**config.mk**
```make
export PLATFORM = sky130hd
export DESIGN_NAME = dsp_port
export DESIGN_NICKNAME = d
export VERILOG_FILES = /design/src/logic/dsp_pkg.sv /design/src/logic/dsp_cal_step.sv /design/src/logic/dsp_port.sv
export SDC_FILE = /design/constraint.sdc
export NUM_CORES = 1
export LEC_CHECK = 0
export BUFFER_PORTS_ARGS = -buffer_cell sky130_fd_sc_hd__buf_2
export CAP_MARGIN = 20
export CORE_MARGIN = 5
export CORE_UTILIZATION = 40
export DETAILED_ROUTE_END_ITERATION = 8
export PLACE_DENSITY = 0.63
export SYNTH_ARGS = -nofsm -noshare
export SYNTH_HDL_FRONTEND = slang
export SYNTH_HIERARCHICAL = 1
export SYNTH_SLANG_ARGS = --single-unit
```
**constraint.sdc**
```tcl
create_clock -name clk -period 2.37 [get_ports clk]
set_input_delay 0.1185 -clock clk [delete_from_list [all_inputs] [get_ports clk]]
set_output_delay 0.1185 -clock clk [all_outputs]
set_load 0.1 [all_outputs]
```
**src/logic/dsp_pkg.sv**
```systemverilog
package dsp_pkg;

  // Data path shape
  localparam int DSP_LANES = 4;
  localparam int DSP_LANE_W = 9;
  localparam int DSP_ADDR_W = 4;
  localparam int DSP_CODE_W = 6;
  localparam logic [5:0] DSP_CODE_RST = 6'h20;

  // Clock rate and timing figures
  localparam int DSP_CLK_KHZ = 25000;
  localparam int DSP_TERM_READY_US = 1000;
  localparam int DSP_TERM_READY_CYC = DSP_TERM_READY_US * DSP_CLK_KHZ / 1000;
  localparam int DSP_CAL_PERIOD_CYC = 1024;

  // Half-cycle pipeline positions after a command edge
  localparam int DSP_PIPE_W = 8;
  localparam int DSP_RD_BEAT1 = 5;
  localparam int DSP_RD_BEAT2 = 6;
  localparam int DSP_TERM_OFF_FIRST = 4;
  localparam int DSP_TERM_OFF_LAST = 7;

  // Register byte offsets
  localparam logic [7:0] DSP_OFS_CTRL = 8'h00;
  localparam logic [7:0] DSP_OFS_STATUS = 8'h04;
  localparam logic [7:0] DSP_OFS_CODES = 8'h08;

  // Field positions
  localparam int DSP_CTRL_CAL_EN = 0;
  localparam int DSP_STAT_ECC_OFF = 0;
  localparam int DSP_STAT_TERM_RDY = 1;
  localparam int DSP_STAT_ODT = 2;
  localparam int DSP_CODES_DRV_LSB = 0;
  localparam int DSP_CODES_TERM_LSB = 8;

  // Reset values
  localparam logic DSP_CTRL_CAL_EN_RST = 1'b1;

  // Bus responses
  localparam logic [1:0] DSP_RESP_OKAY = 2'b00;
  localparam logic [1:0] DSP_RESP_DECERR = 2'b11;

endpackage

```
**src/logic/dsp_cal_step.sv**
```systemverilog
`timescale 1ns/10ps
// One impedance code that moves at most a single step per evaluation
module dsp_cal_step
  import dsp_pkg::*;
#(
  parameter int CODE_W = DSP_CODE_W,
  parameter logic [CODE_W-1:0] RESET_CODE = CODE_W'(DSP_CODE_RST)
)(
  input wire logic clk, // System clock
  input wire logic reset_n, // Synchronous reset
  input wire logic clk_en, // Freezes state when low
  input wire logic eval, // Evaluation strobe
  input wire logic [CODE_W-1:0] target, // Optimum code
  output logic [CODE_W-1:0] code, // Binary weighted code
  output logic at_target // Code equals optimum
);

  logic [CODE_W-1:0] code_ff;
  logic [CODE_W-1:0] nxt_code;
  logic at_target_ff;
  wire go_up = eval && (code_ff < target);
  wire go_dn = eval && (code_ff > target);

  // One step toward the optimum, never more
  assign nxt_code = go_up ? code_ff + 1'b1 :
                    go_dn ? code_ff - 1'b1 : code_ff;

  // Code register
  always_ff @(posedge clk)
  begin
    if (!reset_n)
    begin
      code_ff <= RESET_CODE;
      at_target_ff <= 1'b0;
    end
    else if (clk_en)
    begin
      code_ff <= nxt_code;
      at_target_ff <= (nxt_code == target);
    end
  end

  assign code = code_ff;
  assign at_target = at_target_ff;

  chk_single_step: assert property (@(posedge clk) disable iff (!reset_n)
    ##1 (code_ff == $past(code_ff) || code_ff == $past(code_ff) + 1'b1 ||
         code_ff == $past(code_ff) - 1'b1))
    else $error("impedance code moved more than one step");

  chk_step_toward: assert property (@(posedge clk) disable iff (!reset_n)
    (clk_en && eval && code_ff < target) |=> code_ff == $past(code_ff) + 1'b1)
    else $error("impedance code did not step up toward optimum");

endmodule

```
**src/logic/dsp_port.sv**
```systemverilog
`timescale 1ns/10ps
// Overview of operation
// - Cycle counter periodically launches an impedance evaluation, then restarts.
// - Each evaluation moves impedance at most one step toward optimum.
// - Driver strength is a binary weighted impedance code.
// - Impedance keeps tracking voltage and temperature drift during operation.
// - Termination is switchable on data, byte enables and both clocks.
// - Termination pin low disables termination; high enables it.
// - Termination impedance recalibrates with the same counter stepping method.
// - Programmed termination reached within 1 ms after clocks start.
// - Data termination on for write and idle, off during reads.
// - Data termination off half a cycle before read drive starts.
// - Data termination back on half a cycle after drive stops.
// - Write or idle command tri-states drivers one cycle, 2.5 later.
// - That tri-stated interval is held by data termination only.
// - Enable on first beat only stores only first beat byte.
// - Enable on second beat only stores only second beat byte.
// - Enables high on both beats abort the write entirely.
// - Four active-low enables gate four 9-bit lanes independently.
// - High strobe is deselect; low loads read or write by direction.
// - Every command moves exactly two beats; commands every K cycle.
// - Any half write disables error correction until the next reset.
module dsp_port
  import dsp_pkg::*;
#(
  parameter int LANES = DSP_LANES,
  parameter int ADDR_W = DSP_ADDR_W,
  parameter int CODE_W = DSP_CODE_W,
  parameter int CAL_PERIOD = DSP_CAL_PERIOD_CYC,
  parameter int TERM_READY_CYC = DSP_TERM_READY_CYC,
  localparam int DQ_W = LANES * DSP_LANE_W
)(
  input wire logic clk, // Half-cycle clock, 25 MHz
  input wire logic reset_n, // Synchronous reset, active low
  input wire logic clk_en, // Freezes all state when low
  input wire logic k_edge, // High on K rise, low on K-bar rise
  input wire logic load_strobe_n, // Command load, active low
  input wire logic read_sel, // High read, low write
  input wire logic [ADDR_W-1:0] addr, // Burst base address
  input wire logic [DQ_W-1:0] dq_in, // Data bus input
  input wire logic [LANES-1:0] byte_write_enable_n, // Lane enables
  input wire logic termination_enable_pin, // Termination enable
  input wire logic [CODE_W-1:0] impedance_ref_code, // Optimum code
  output logic [DQ_W-1:0] dq_out, // Read data
  output logic dq_oe_n, // Low while driving the bus
  output logic data_term_on, // Data line termination active
  output logic ctrl_term_on, // Enable and clock termination
  output logic [CODE_W-1:0] drv_code, // Driver impedance code
  output logic [CODE_W-1:0] term_code, // Termination code
  input wire logic [7:0] s_axi_awaddr, // Write address
  input wire logic s_axi_awvalid, // Write address valid
  output logic s_axi_awready, // Write address ready
  input wire logic [31:0] s_axi_wdata, // Write data
  input wire logic [3:0] s_axi_wstrb, // Write strobes
  input wire logic s_axi_wvalid, // Write data valid
  output logic s_axi_wready, // Write data ready
  output logic [1:0] s_axi_bresp, // Write response
  output logic s_axi_bvalid, // Write response valid
  input wire logic s_axi_bready, // Write response ready
  input wire logic [7:0] s_axi_araddr, // Read address
  input wire logic s_axi_arvalid, // Read address valid
  output logic s_axi_arready, // Read address ready
  output logic [31:0] s_axi_rdata, // Read data
  output logic [1:0] s_axi_rresp, // Read response
  output logic s_axi_rvalid, // Read data valid
  input wire logic s_axi_rready // Read data ready
);

  localparam int CNT_W = $clog2(CAL_PERIOD + 1);
  localparam int RDY_W = $clog2(TERM_READY_CYC + 1);

  // Storage: one array per beat of the burst
  logic [DQ_W-1:0] mem_b0 [2**ADDR_W];
  logic [DQ_W-1:0] mem_b1 [2**ADDR_W];

  logic [DSP_PIPE_W-1:0] rd_pipe_ff;
  logic [DSP_PIPE_W-1:0] nxt_rd_pipe;
  logic [ADDR_W-1:0] ra_p1_ff;
  logic [ADDR_W-1:0] ra_p2_ff;
  logic [ADDR_W-1:0] ra_p3_ff;
  logic [ADDR_W-1:0] wa_stage_ff;
  logic [ADDR_W-1:0] wa_cur_ff;
  logic wv_stage_ff;
  logic wv_cur_ff;
  logic [DQ_W-1:0] beat1_data_ff;
  logic [LANES-1:0] beat1_bw_n_ff;
  logic [DQ_W-1:0] dq_out_ff;
  logic [DQ_W-1:0] nxt_dq_out;
  logic [DQ_W-1:0] b1_hold_ff;
  logic dq_oe_n_ff;
  logic data_term_on_ff;
  logic ctrl_term_on_ff;
  logic ecc_disabled_ff;
  logic [CNT_W-1:0] cal_cnt_ff;
  logic cal_tick_ff;
  logic [RDY_W-1:0] rdy_cnt_ff;
  logic term_ready_ff;
  logic cal_en_ff;
  logic aw_got_ff;
  logic w_got_ff;
  logic [7:0] awaddr_ff;
  logic [31:0] wdata_ff;
  logic [3:0] wstrb_ff;
  logic awready_ff;
  logic wready_ff;
  logic bvalid_ff;
  logic [1:0] bresp_ff;
  logic arready_ff;
  logic rvalid_ff;
  logic [31:0] rdata_ff;
  logic [1:0] rresp_ff;

  // Command decode on K rising edges
  wire k_tick = clk_en && k_edge;
  wire cmd_load = k_tick && !load_strobe_n;
  wire cmd_read = cmd_load && read_sel;
  wire cmd_write = cmd_load && !read_sel;

  // Read pipeline: bit i marks a read sampled i half-cycles ago
  assign nxt_rd_pipe = {rd_pipe_ff[DSP_PIPE_W-2:0], cmd_read};
  wire drive_next = nxt_rd_pipe[DSP_RD_BEAT1] ||
                    nxt_rd_pipe[DSP_RD_BEAT2];
  wire term_off_next =
    |nxt_rd_pipe[DSP_TERM_OFF_LAST:DSP_TERM_OFF_FIRST];

  // Read data selection per beat
  assign nxt_dq_out = nxt_rd_pipe[DSP_RD_BEAT1] ? mem_b0[ra_p3_ff] :
                      nxt_rd_pipe[DSP_RD_BEAT2] ? b1_hold_ff :
                      dq_out_ff;

  // Write commit on the K-bar edge carrying beat two
  wire wcommit = clk_en && !k_edge && wv_cur_ff;
  wire [LANES-1:0] lane_wr0 = {LANES{wcommit}} & ~beat1_bw_n_ff;
  wire [LANES-1:0] lane_wr1 =
    {LANES{wcommit}} & ~byte_write_enable_n;
  wire half_write =
    wcommit && |(beat1_bw_n_ff ^ byte_write_enable_n);
  wire any_byte_write_asserted = |(lane_wr0 | lane_wr1);

  // Calibration: counter launches evaluations while enabled
  wire cal_wrap = (cal_cnt_ff == CNT_W'(CAL_PERIOD - 1));
  wire drv_eval = cal_tick_ff;
  wire term_eval = cal_tick_ff || !term_ready_ff;

  // Data path pipeline registers
  always_ff @(posedge clk)
  begin
    if (!reset_n)
    begin
      rd_pipe_ff <= '0;
      dq_out_ff <= '0;
      b1_hold_ff <= '0;
      dq_oe_n_ff <= 1'b1;
      data_term_on_ff <= 1'b0;
      ctrl_term_on_ff <= 1'b0;
    end
    else if (clk_en)
    begin
      rd_pipe_ff <= nxt_rd_pipe;
      dq_out_ff <= nxt_dq_out;
      // Beat two taken with beat one, so a later write cannot leak in
      if (nxt_rd_pipe[DSP_RD_BEAT1])
        b1_hold_ff <= mem_b1[ra_p3_ff];
      dq_oe_n_ff <= !drive_next;
      data_term_on_ff <= termination_enable_pin && !term_off_next;
      ctrl_term_on_ff <= termination_enable_pin;
    end
  end

  // Address staging, shifted on every K edge
  always_ff @(posedge clk)
  begin
    if (!reset_n)
    begin
      ra_p1_ff <= '0;
      ra_p2_ff <= '0;
      ra_p3_ff <= '0;
      wa_stage_ff <= '0;
      wa_cur_ff <= '0;
      wv_stage_ff <= 1'b0;
      wv_cur_ff <= 1'b0;
    end
    else if (k_tick)
    begin
      ra_p1_ff <= addr;
      ra_p2_ff <= ra_p1_ff;
      ra_p3_ff <= ra_p2_ff;
      wa_stage_ff <= addr;
      wv_stage_ff <= cmd_write;
      wa_cur_ff <= wa_stage_ff;
      wv_cur_ff <= wv_stage_ff;
    end
  end

  // First write beat and its enables, taken on the K edge
  always_ff @(posedge clk)
  begin
    if (!reset_n)
    begin
      beat1_data_ff <= '0;
      beat1_bw_n_ff <= '1;
    end
    else if (k_tick && wv_stage_ff)
    begin
      beat1_data_ff <= dq_in;
      beat1_bw_n_ff <= byte_write_enable_n;
    end
  end

  // Lane-gated storage writes
  always_ff @(posedge clk)
  begin
    for (int l = 0; l < LANES; l++)
    begin
      if (lane_wr0[l])
        mem_b0[wa_cur_ff][l*DSP_LANE_W +: DSP_LANE_W] <=
          beat1_data_ff[l*DSP_LANE_W +: DSP_LANE_W];
      if (lane_wr1[l])
        mem_b1[wa_cur_ff][l*DSP_LANE_W +: DSP_LANE_W] <=
          dq_in[l*DSP_LANE_W +: DSP_LANE_W];
    end
  end

  // Sticky loss of error correction
  always_ff @(posedge clk)
  begin
    if (!reset_n)
      ecc_disabled_ff <= 1'b0;
    else if (half_write)
      ecc_disabled_ff <= 1'b1;
  end

  // Evaluation counter and power-up ready timer
  always_ff @(posedge clk)
  begin
    if (!reset_n)
    begin
      cal_cnt_ff <= '0;
      cal_tick_ff <= 1'b0;
      rdy_cnt_ff <= '0;
      term_ready_ff <= 1'b0;
    end
    else if (clk_en)
    begin
      cal_cnt_ff <= (!cal_en_ff || cal_wrap) ? '0 : cal_cnt_ff + 1'b1;
      cal_tick_ff <= cal_en_ff && cal_wrap;
      if (!term_ready_ff)
        rdy_cnt_ff <= rdy_cnt_ff + 1'b1;
      if (rdy_cnt_ff == RDY_W'(TERM_READY_CYC - 1))
        term_ready_ff <= 1'b1;
    end
  end

  // Driver and termination impedance codes
  dsp_cal_step #(.CODE_W(CODE_W)) u_drv_step (
    .clk(clk),
    .reset_n(reset_n),
    .clk_en(clk_en),
    .eval(drv_eval),
    .target(impedance_ref_code),
    .code(drv_code),
    .at_target()
  );

  dsp_cal_step #(.CODE_W(CODE_W)) u_term_step (
    .clk(clk),
    .reset_n(reset_n),
    .clk_en(clk_en),
    .eval(term_eval),
    .target(impedance_ref_code),
    .code(term_code),
    .at_target()
  );

  // Register bus: address decode and read mux
  wire aw_hs = s_axi_awvalid && awready_ff;
  wire w_hs = s_axi_wvalid && wready_ff;
  wire ar_hs = s_axi_arvalid && arready_ff;
  wire aw_have = aw_got_ff || aw_hs;
  wire w_have = w_got_ff || w_hs;
  wire [7:0] wr_addr = aw_got_ff ? awaddr_ff : s_axi_awaddr;
  wire [31:0] wr_data = w_got_ff ? wdata_ff : s_axi_wdata;
  wire [3:0] wr_strb = w_got_ff ? wstrb_ff : s_axi_wstrb;
  wire do_write = aw_have && w_have && !bvalid_ff;
  wire wr_hit_ctrl = (wr_addr == DSP_OFS_CTRL);
  wire wr_mapped = wr_hit_ctrl || (wr_addr == DSP_OFS_STATUS) ||
                   (wr_addr == DSP_OFS_CODES);
  wire b_done = bvalid_ff && s_axi_bready;
  wire nxt_aw_got = aw_have && !do_write;
  wire nxt_w_got = w_have && !do_write;
  wire nxt_bvalid = do_write || (bvalid_ff && !s_axi_bready);
  wire r_done = rvalid_ff && s_axi_rready;
  wire nxt_rvalid = ar_hs || (rvalid_ff && !s_axi_rready);
  wire [31:0] ctrl_word = 32'(cal_en_ff) << DSP_CTRL_CAL_EN;
  wire [31:0] stat_word = (32'(ecc_disabled_ff) << DSP_STAT_ECC_OFF) |
                          (32'(term_ready_ff) << DSP_STAT_TERM_RDY) |
                          (32'(ctrl_term_on_ff) << DSP_STAT_ODT);
  wire [31:0] code_word = (32'(drv_code) << DSP_CODES_DRV_LSB) |
                          (32'(term_code) << DSP_CODES_TERM_LSB);
  wire rd_ctrl = (s_axi_araddr == DSP_OFS_CTRL);
  wire rd_stat = (s_axi_araddr == DSP_OFS_STATUS);
  wire rd_code = (s_axi_araddr == DSP_OFS_CODES);
  wire [31:0] rd_word = rd_ctrl ? ctrl_word : rd_stat ? stat_word :
                        rd_code ? code_word : 32'h0000_0000;
  wire rd_mapped = rd_ctrl || rd_stat || rd_code;

  // Write channel state
  always_ff @(posedge clk)
  begin
    if (!reset_n)
    begin
      aw_got_ff <= 1'b0;
      w_got_ff <= 1'b0;
      awaddr_ff <= 8'h00;
      wdata_ff <= 32'h0000_0000;
      wstrb_ff <= 4'h0;
      awready_ff <= 1'b1;
      wready_ff <= 1'b1;
      bvalid_ff <= 1'b0;
      bresp_ff <= DSP_RESP_OKAY;
      cal_en_ff <= DSP_CTRL_CAL_EN_RST;
    end
    else if (clk_en)
    begin
      aw_got_ff <= nxt_aw_got;
      w_got_ff <= nxt_w_got;
      if (aw_hs)
        awaddr_ff <= s_axi_awaddr;
      if (w_hs)
      begin
        wdata_ff <= s_axi_wdata;
        wstrb_ff <= s_axi_wstrb;
      end
      awready_ff <= !nxt_aw_got && !nxt_bvalid;
      wready_ff <= !nxt_w_got && !nxt_bvalid;
      bvalid_ff <= nxt_bvalid;
      if (do_write)
        bresp_ff <= wr_mapped ? DSP_RESP_OKAY : DSP_RESP_DECERR;
      if (do_write && wr_hit_ctrl && wr_strb[0])
        cal_en_ff <= wr_data[DSP_CTRL_CAL_EN];
    end
  end

  // Read channel state
  always_ff @(posedge clk)
  begin
    if (!reset_n)
    begin
      arready_ff <= 1'b1;
      rvalid_ff <= 1'b0;
      rdata_ff <= 32'h0000_0000;
      rresp_ff <= DSP_RESP_OKAY;
    end
    else if (clk_en)
    begin
      arready_ff <= !nxt_rvalid;
      rvalid_ff <= nxt_rvalid;
      if (ar_hs)
      begin
        rdata_ff <= rd_word;
        rresp_ff <= rd_mapped ? DSP_RESP_OKAY : DSP_RESP_DECERR;
      end
    end
  end

  // Outputs straight from registers
  assign dq_out = dq_out_ff;
  assign dq_oe_n = dq_oe_n_ff;
  assign data_term_on = data_term_on_ff;
  assign ctrl_term_on = ctrl_term_on_ff;
  assign s_axi_awready = awready_ff;
  assign s_axi_wready = wready_ff;
  assign s_axi_bvalid = bvalid_ff;
  assign s_axi_bresp = bresp_ff;
  assign s_axi_arready = arready_ff;
  assign s_axi_rvalid = rvalid_ff;
  assign s_axi_rdata = rdata_ff;
  assign s_axi_rresp = rresp_ff;

  // Checks on the pin and calibration behaviour
  chk_cal_launch: assert property (@(posedge clk) disable iff (!reset_n)
    (clk_en && cal_en_ff && cal_wrap) |=> cal_tick_ff && cal_cnt_ff == '0)
    else $error("calibration counter did not launch and restart");

  chk_odt_low_off: assert property (@(posedge clk) disable iff (!reset_n)
    (clk_en && !termination_enable_pin) |=> !data_term_on_ff && !ctrl_term_on_ff)
    else $error("termination active with enable pin low");

  chk_term_before_drive: assert property (@(posedge clk)
    disable iff (!reset_n)
    $fell(dq_oe_n_ff) |-> !$past(data_term_on_ff) && !data_term_on_ff)
    else $error("termination still on when read drive began");

  chk_term_after_drive: assert property (@(posedge clk)
    disable iff (!reset_n)
    $rose(dq_oe_n_ff) |-> !data_term_on_ff)
    else $error("termination back on at the same edge drive stopped");

  chk_write_tristate: assert property (@(posedge clk)
    disable iff (!reset_n)
    (k_tick && !cmd_read) ##1 clk_en [*5] |=> dq_oe_n_ff)
    else $error("drivers not released for write or idle slot");

  chk_read_beats: assert property (@(posedge clk)
    disable iff (!reset_n)
    cmd_read ##1 clk_en [*6] |=> !dq_oe_n_ff && $past(!dq_oe_n_ff))
    else $error("read beats not driven at the fixed latency");

  chk_ecc_sticky: assert property (@(posedge clk) disable iff (!reset_n)
    (half_write || ecc_disabled_ff) |=> ecc_disabled_ff)
    else $error("error correction re-enabled after a half write");

  chk_abort_nowrite: assert property (@(posedge clk)
    disable iff (!reset_n)
    (wcommit && &beat1_bw_n_ff && &byte_write_enable_n) |->
      !any_byte_write_asserted)
    else $error("aborted write touched storage");

  chk_term_ready_hold: assert property (@(posedge clk)
    disable iff (!reset_n)
    term_ready_ff |=> term_ready_ff)
    else $error("termination ready dropped");

  cov_read: cover property (@(posedge clk) disable iff (!reset_n)
    $fell(dq_oe_n_ff));
  cov_half_write: cover property (@(posedge clk) disable iff (!reset_n)
    half_write);
  cov_full_write: cover property (@(posedge clk) disable iff (!reset_n)
    wcommit && !(|(beat1_bw_n_ff | byte_write_enable_n)));
  cov_cal_tick: cover property (@(posedge clk) disable iff (!reset_n)
    cal_tick_ff);

endmodule

```
== After elaboration in Yosys (flattened, before gate mapping) ==
Memory sizes are Yosys's and may differ from the RTL's. A register that Yosys moved wholly into a read port is not among the register bits.
Cells that the tools add are included.
Word-level totals
  memories kept: 2
  flip-flop bits (word level): 195
  word-level logic and storage cells: 165
  RAM bits: 1152
  bits of input ports: 114
Memory list
  mem_b0: depth 16, width 36, rd ports 1, clocked after Yosys merged registers in 1, wr ports 1, line dsp_port.sv:73  | logic [DQ_W-1:0] mem_b0 [2**ADDR_W];
  mem_b1: depth 16, width 36, rd ports 1, clocked after Yosys merged registers in 1, wr ports 1, line dsp_port.sv:74  | logic [DQ_W-1:0] mem_b1 [2**ADDR_W];
Operators by class
  bitwise operators: 9
  equality and inequality tests: 6
  muxes and demuxes: 33
  reduce and logical (&&, ||, !) cells: 72
  $add $sub $neg: 6
  magnitude comparators: 4
Operators by type and width (number)
  $mux W36: 2
  $mux W14: 3
  $logic_and A1 B1 Y1: 27
  $mux W6: 4
  $reduce_and A2 Y1: 11
  $mux W1: 18
  $eq A8 B3 Y1 const B: 2
  $eq A8 B4 Y1 const B: 2
  $logic_not A1 Y1: 16
  $logic_not A8 Y1: 2
  $add A15 B1 Y15 const B: 1
  $eq A15 B15 Y1 const B: 1
  $or A6 B14 Y14: 1
  $add A6 B1 Y6 const B: 2
  $gt A6 B6 Y1: 2
  $lt A6 B6 Y1: 2
  $sub A6 B1 Y6 const B: 2
  $add A11 B1 Y11 const B: 1
  $eq A11 B10 Y1 const B: 1
  $logic_or A1 B1 Y1: 11
  $mux W11: 1
  $and A4 B4 Y4: 2
  $mux W4: 2
  $mux W8: 1
  other kinds (8): 13

== Depth between registers and ports, before layout ==
  depth after elaboration: 8
  mapped depth: 9

== By module ==
The synthesis kept the hierarchy.
Modules (own cells, without submodules)
  dsp_port: area an instance 52118.7 um^2, times used 1, cells each 2913
  dsp_cal_step at u_drv_step: area an instance 857.1 um^2, times used 1, cells each 109
  dsp_cal_step at u_term_step: area an instance 848.3 um^2, times used 1, cells each 111

== Worst setup path before layout ==
OpenSTA, ideal clock, no wires.
  path type: register -> register
  start: register u_drv_step.code_ff[4] (netlist: u_drv_step/code[4])
  end: register u_drv_step/at_target (netlist name)
  arrival time: 2816 ps
  path buffers: 0
  setup slack: -530 ps
  library setup time: 84 ps
  period minus slack after synthesis: 2900 ps
  cell stages (with the launch flop): 9
  cells stage by stage: dfxtp_1 -> ha_1 -> and4_2 -> a311oi_2 -> o21ai_2 -> o32a_4 -> xnor2_2 -> nand2_1 -> o31ai_2
RTL lines
  from (decl): line dsp_cal_step.sv:18  | logic [CODE_W-1:0] code_ff;
  from (signal assigned): line dsp_cal_step.sv:38  | code_ff <= nxt_code;

== Worst setup path in the final report ==
  start: input port clk_en
  end: register awaddr_ff[5]
Between the ends
  word-level cells in the longest chain between the ends: 1
Ends and longest elaborated chain
  from (decl): line dsp_port.sv:35  | input wire logic clk_en,
  $reduce_and A2 Y1 (no line)
  to (signal assigned): line dsp_port.sv:328  | awaddr_ff <= s_axi_awaddr;
  to (decl): line dsp_port.sv:101  | logic [7:0] awaddr_ff;
No other way between the ends.
A chain may end at the register's enable or synchronous reset.

==> summary.log <==
qor: run_status.status finished, final reports clean
qor: setup_path.critical-path-slowest-cell dlygate4sd3_1
qor: clock_network.clk_root_buffer_cell clkbuf_16
qor: power.pwr-share-comb 0.028
qor: detailed_routing.vias 28628
qor: flow_run.cap_viol_max_count 0
qor: placement.detailed_place_hpwl 81800 um
qor: setup_path.cp-start-kind input port
qor: clock_network.cts.sinks 1365
qor: sta.timing_worst_slew_pin_value 0.991 ns
qor: final_layout.layout.filler_cells 11068
qor: global_routing.grt_util_met1 0.247
qor: power.power_density 763 mW/mm^2
qor: sta.finalCriticalPeriod 2.28 ns
qor: power.power.switching_fraction 0.206
qor: setup_path.path_buf_inv 6
qor: synthesis.synthesis.instances 3063
qor: power.share_clk_of_total_power 0.427
qor: setup_path.critical_path.cell_chain dlygate4sd3_1 > buf_2 > buf_4 > buf_12 > and3_4 > nand2_1 > dlygate4sd3_1 > a21oi_1 > dlygate4sd3_1
qor: setup_path.worstPathRequired 3.06 ns
qor: sta.final-max-slew-violation-count 0
qor: clock_network.h_tree_depth 4
qor: power.vdd_drop_max 0.687 mV
qor: global_routing.grt_pass1_wl 185000 um
qor: power.p_leak 0.0185 uW
qor: sta.max_slew_margin 0.335
qor: final_layout.finish.net_count 3633
qor: setup_path.max_stage_delay 0.57 ns
qor: floorplanning.die_w 375 um
qor: detailed_routing.post_drt_wl_per_cell 22.8 um
qor: sta.layout_worst_path_cycle_share 0.964
qor: floorplanning.initial_utilization 0.401
qor: sta.setup_total_negative_slack 0 ns
qor: setup_path.critical_path.max_fanout 48
qor: global_routing.grt.busiest_layer met2
qor: synthesis.synth.cell_area 0.0533 mm^2
qor: global_routing.grt.met3_usage 0.0414
qor: final_layout.layout-drive-gt1-share 0.241
qor: clock_network.tritoncts done
qor: floorplanning.fp.dieH 375 um
qor: power.p_int 37800 uW
qor: global_routing.antenna_found_initial 8
qor: global_routing.first_global_vias 28801
qor: synthesis.synthesis.yosys.warnings 6
qor: sta.fmaxAchievable 438 MHz
qor: clock_network.clkTransAtPathRegs 0.06 ns
qor: detailed_routing.remaining_drc_errors 0
qor: final_layout.final_util 0.470
qor: power.power.switching 9840 uW
qor: sta.setup_violations 0
qor: clock_network.cts_made_buffers 135
qor: global_routing.total_global_route_track_usage 0.174
qor: sta.finalClockSkew 0.0321 ns
qor: min_path.timing.hold.worst.class in -> reg
qor: clock_network.cts_buffer_depth 3
qor: clock_network.number_of_post_cts_setup_repair_buffers 0
qor: final_layout.relative_area_change_from_synthesis_to_final_layout 17.2%
qor: placement.portBuffers 151
qor: floorplanning.rows 134
qor: setup_path.setup.worst_path.end_class flop
qor: sta.rsz0062_at_grt no
qor: global_routing.grt_max_degree 67
qor: floorplanning.total_die_area 0.141 mm^2
qor: detailed_routing.firstDrtPassIters 5
qor: power.share_seq_of_total_power 0.545
qor: global_routing.grt_util_met2 0.271
qor: synthesis.avgSynthCellArea 17.4 um^2
qor: detailed_routing.first_iter_violations 2408
qor: sta.hold_viol 0
qor: setup_path.setup.worst_path.class in -> reg
qor: placement.gp_routability_congestion 0.798
qor: floorplanning.ios 206
qor: floorplanning.core 0.133 mm^2
qor: detailed_routing.ant_nets 0
qor: detailed_routing.via_per_inst 5.32
qor: global_routing.grt_overflow 0
qor: setup_path.data_arrival_at_the_endpoint_of_the_critical_path 2.97 ns
qor: setup_path.crit_top_cell dlygate4sd3_1
qor: clock_network.clk-insertion-delay-late 0.76 ns
qor: detailed_routing.drt_wl_total 123000 um
qor: setup_path.critical-path-top-delay-family buffers and inverters
==> metal layers <==
metal	vias up	part of all wire
li1	12910	-
met1	14630	0.44
met2	909	0.47
met3	177	0.075
met4	2	0.021
met5	-	0.00011
==> cell type report <==
cell class	instances	area (um^2)	share of cell area
Antenna cell	4	10.0	0.000160
Clock buffer	177	3720	0.0596
Clock inverter	69	500	0.00801
Inverter	27	104	0.00166
Multi-Input combinational cell	1491	13300	0.214
Sequential cell	1365	38900	0.622
Tap cell	1768	2210	0.0354
Timing Repair Buffer	481	3700	0.0592
==> power by group through the flow <==
| stage | logic [uW] | clock network (uW) | registers (uW) |
|---|---|---|---|
| after global routing | 1430 | 21800 | 26000 |
| after floorplan | 620 | 0 | 26700 |
| after global placement | 1180 | 0 | 26500 |
| final | 1340 | 20400 | 26000 |
| after detailed placement | 1210 | 0 | 26500 |
| after CTS | 1340 | 20800 | 26000 |
==> metrics by stage <==
stage	total power, uW	instances	hold WS [ns]	worst slack, ns	instance area (um^2)
after CTS	48100	5378	0.0155	0.0640	62500
after floorplan	27300	3082	0.180	0.0343	53400
after detailed placement	27700	5035	0.374	0.189	57300
final	47700	5382	0.0792	0.0858	62500
after global routing	49200	5379	0.0675	0.0196	62500
after global placement	27700	5034	0.370	0.244	57300
==> cell usage in the layout (no fill, tap or decap), drive strengths merged, types with 20 or more instances in the layout <==
cell            n
nand2b         33
mux4          250
dlygate4sd3    97
xnor2          20
clkbuf        177
nand3          45
buf           384
a2bb2oi        36
or3            24
clkinv         57
a211oi         24
a22oi          27
inv            32
dfxtp         213
a21oi         102
o21ai          72
mux2i         160
conb           20
nand2         214
nor2          201
edfxtp       1152
o22ai          29
==> state kept, by name, indices dropped and copies added (netlist names), 6 cells and up, named ones only <==
name and flops:
rd_pipe_ff 7, u_term_step/code 6, mem_b1 576, cal_cnt_ff 11
mem_b0 576, awaddr_ff 8, dq_out 36, s_axi_rdata 12
rdy_cnt_ff 15, u_drv_step/code 6, b1_hold_ff 36, beat1_data_ff 36
==> path summary, 6_finish.rpt <==
check	slack, ns	to	start	depth (start not counted)
worst min-delay path	0.08	s_axi_rdata[5]$_SDFFE_PN0P_	s_axi_araddr[4]	5
worst max register to register	0.12	dq_out[26]$_SDFFE_PN0P_	rd_pipe_ff[4]$_SDFFE_PN0P_	5
worst max-delay path	0.09	awaddr_ff[5]$_SDFFE_PN0P_	clk_en	9
worst min register to register	0.44	cal_cnt_ff[10]$_SDFFE_PN0P_	cal_cnt_ff[10]$_SDFFE_PN0P_	2
==> repair_timing <==
| item | 4_1_cts | 5_1_grt |
|---|---|---|
| gates resized for setup | 0 | 2 |
| endpoints found under the hold margin | 669 | 0 |
| hold buffers | 97 | 0 |
| endpoints found under the setup margin | 0 | 8 |
==> worst register-to-register path, delay by kind of cell (launching register included) <==
family          cells  cell delay, ns
flops               1            0.46
simple gates        1            0.33
buf+inv             1            0.27
compound gates      3            1.11
Note: power is estimated with default switching activity, not from simulation.
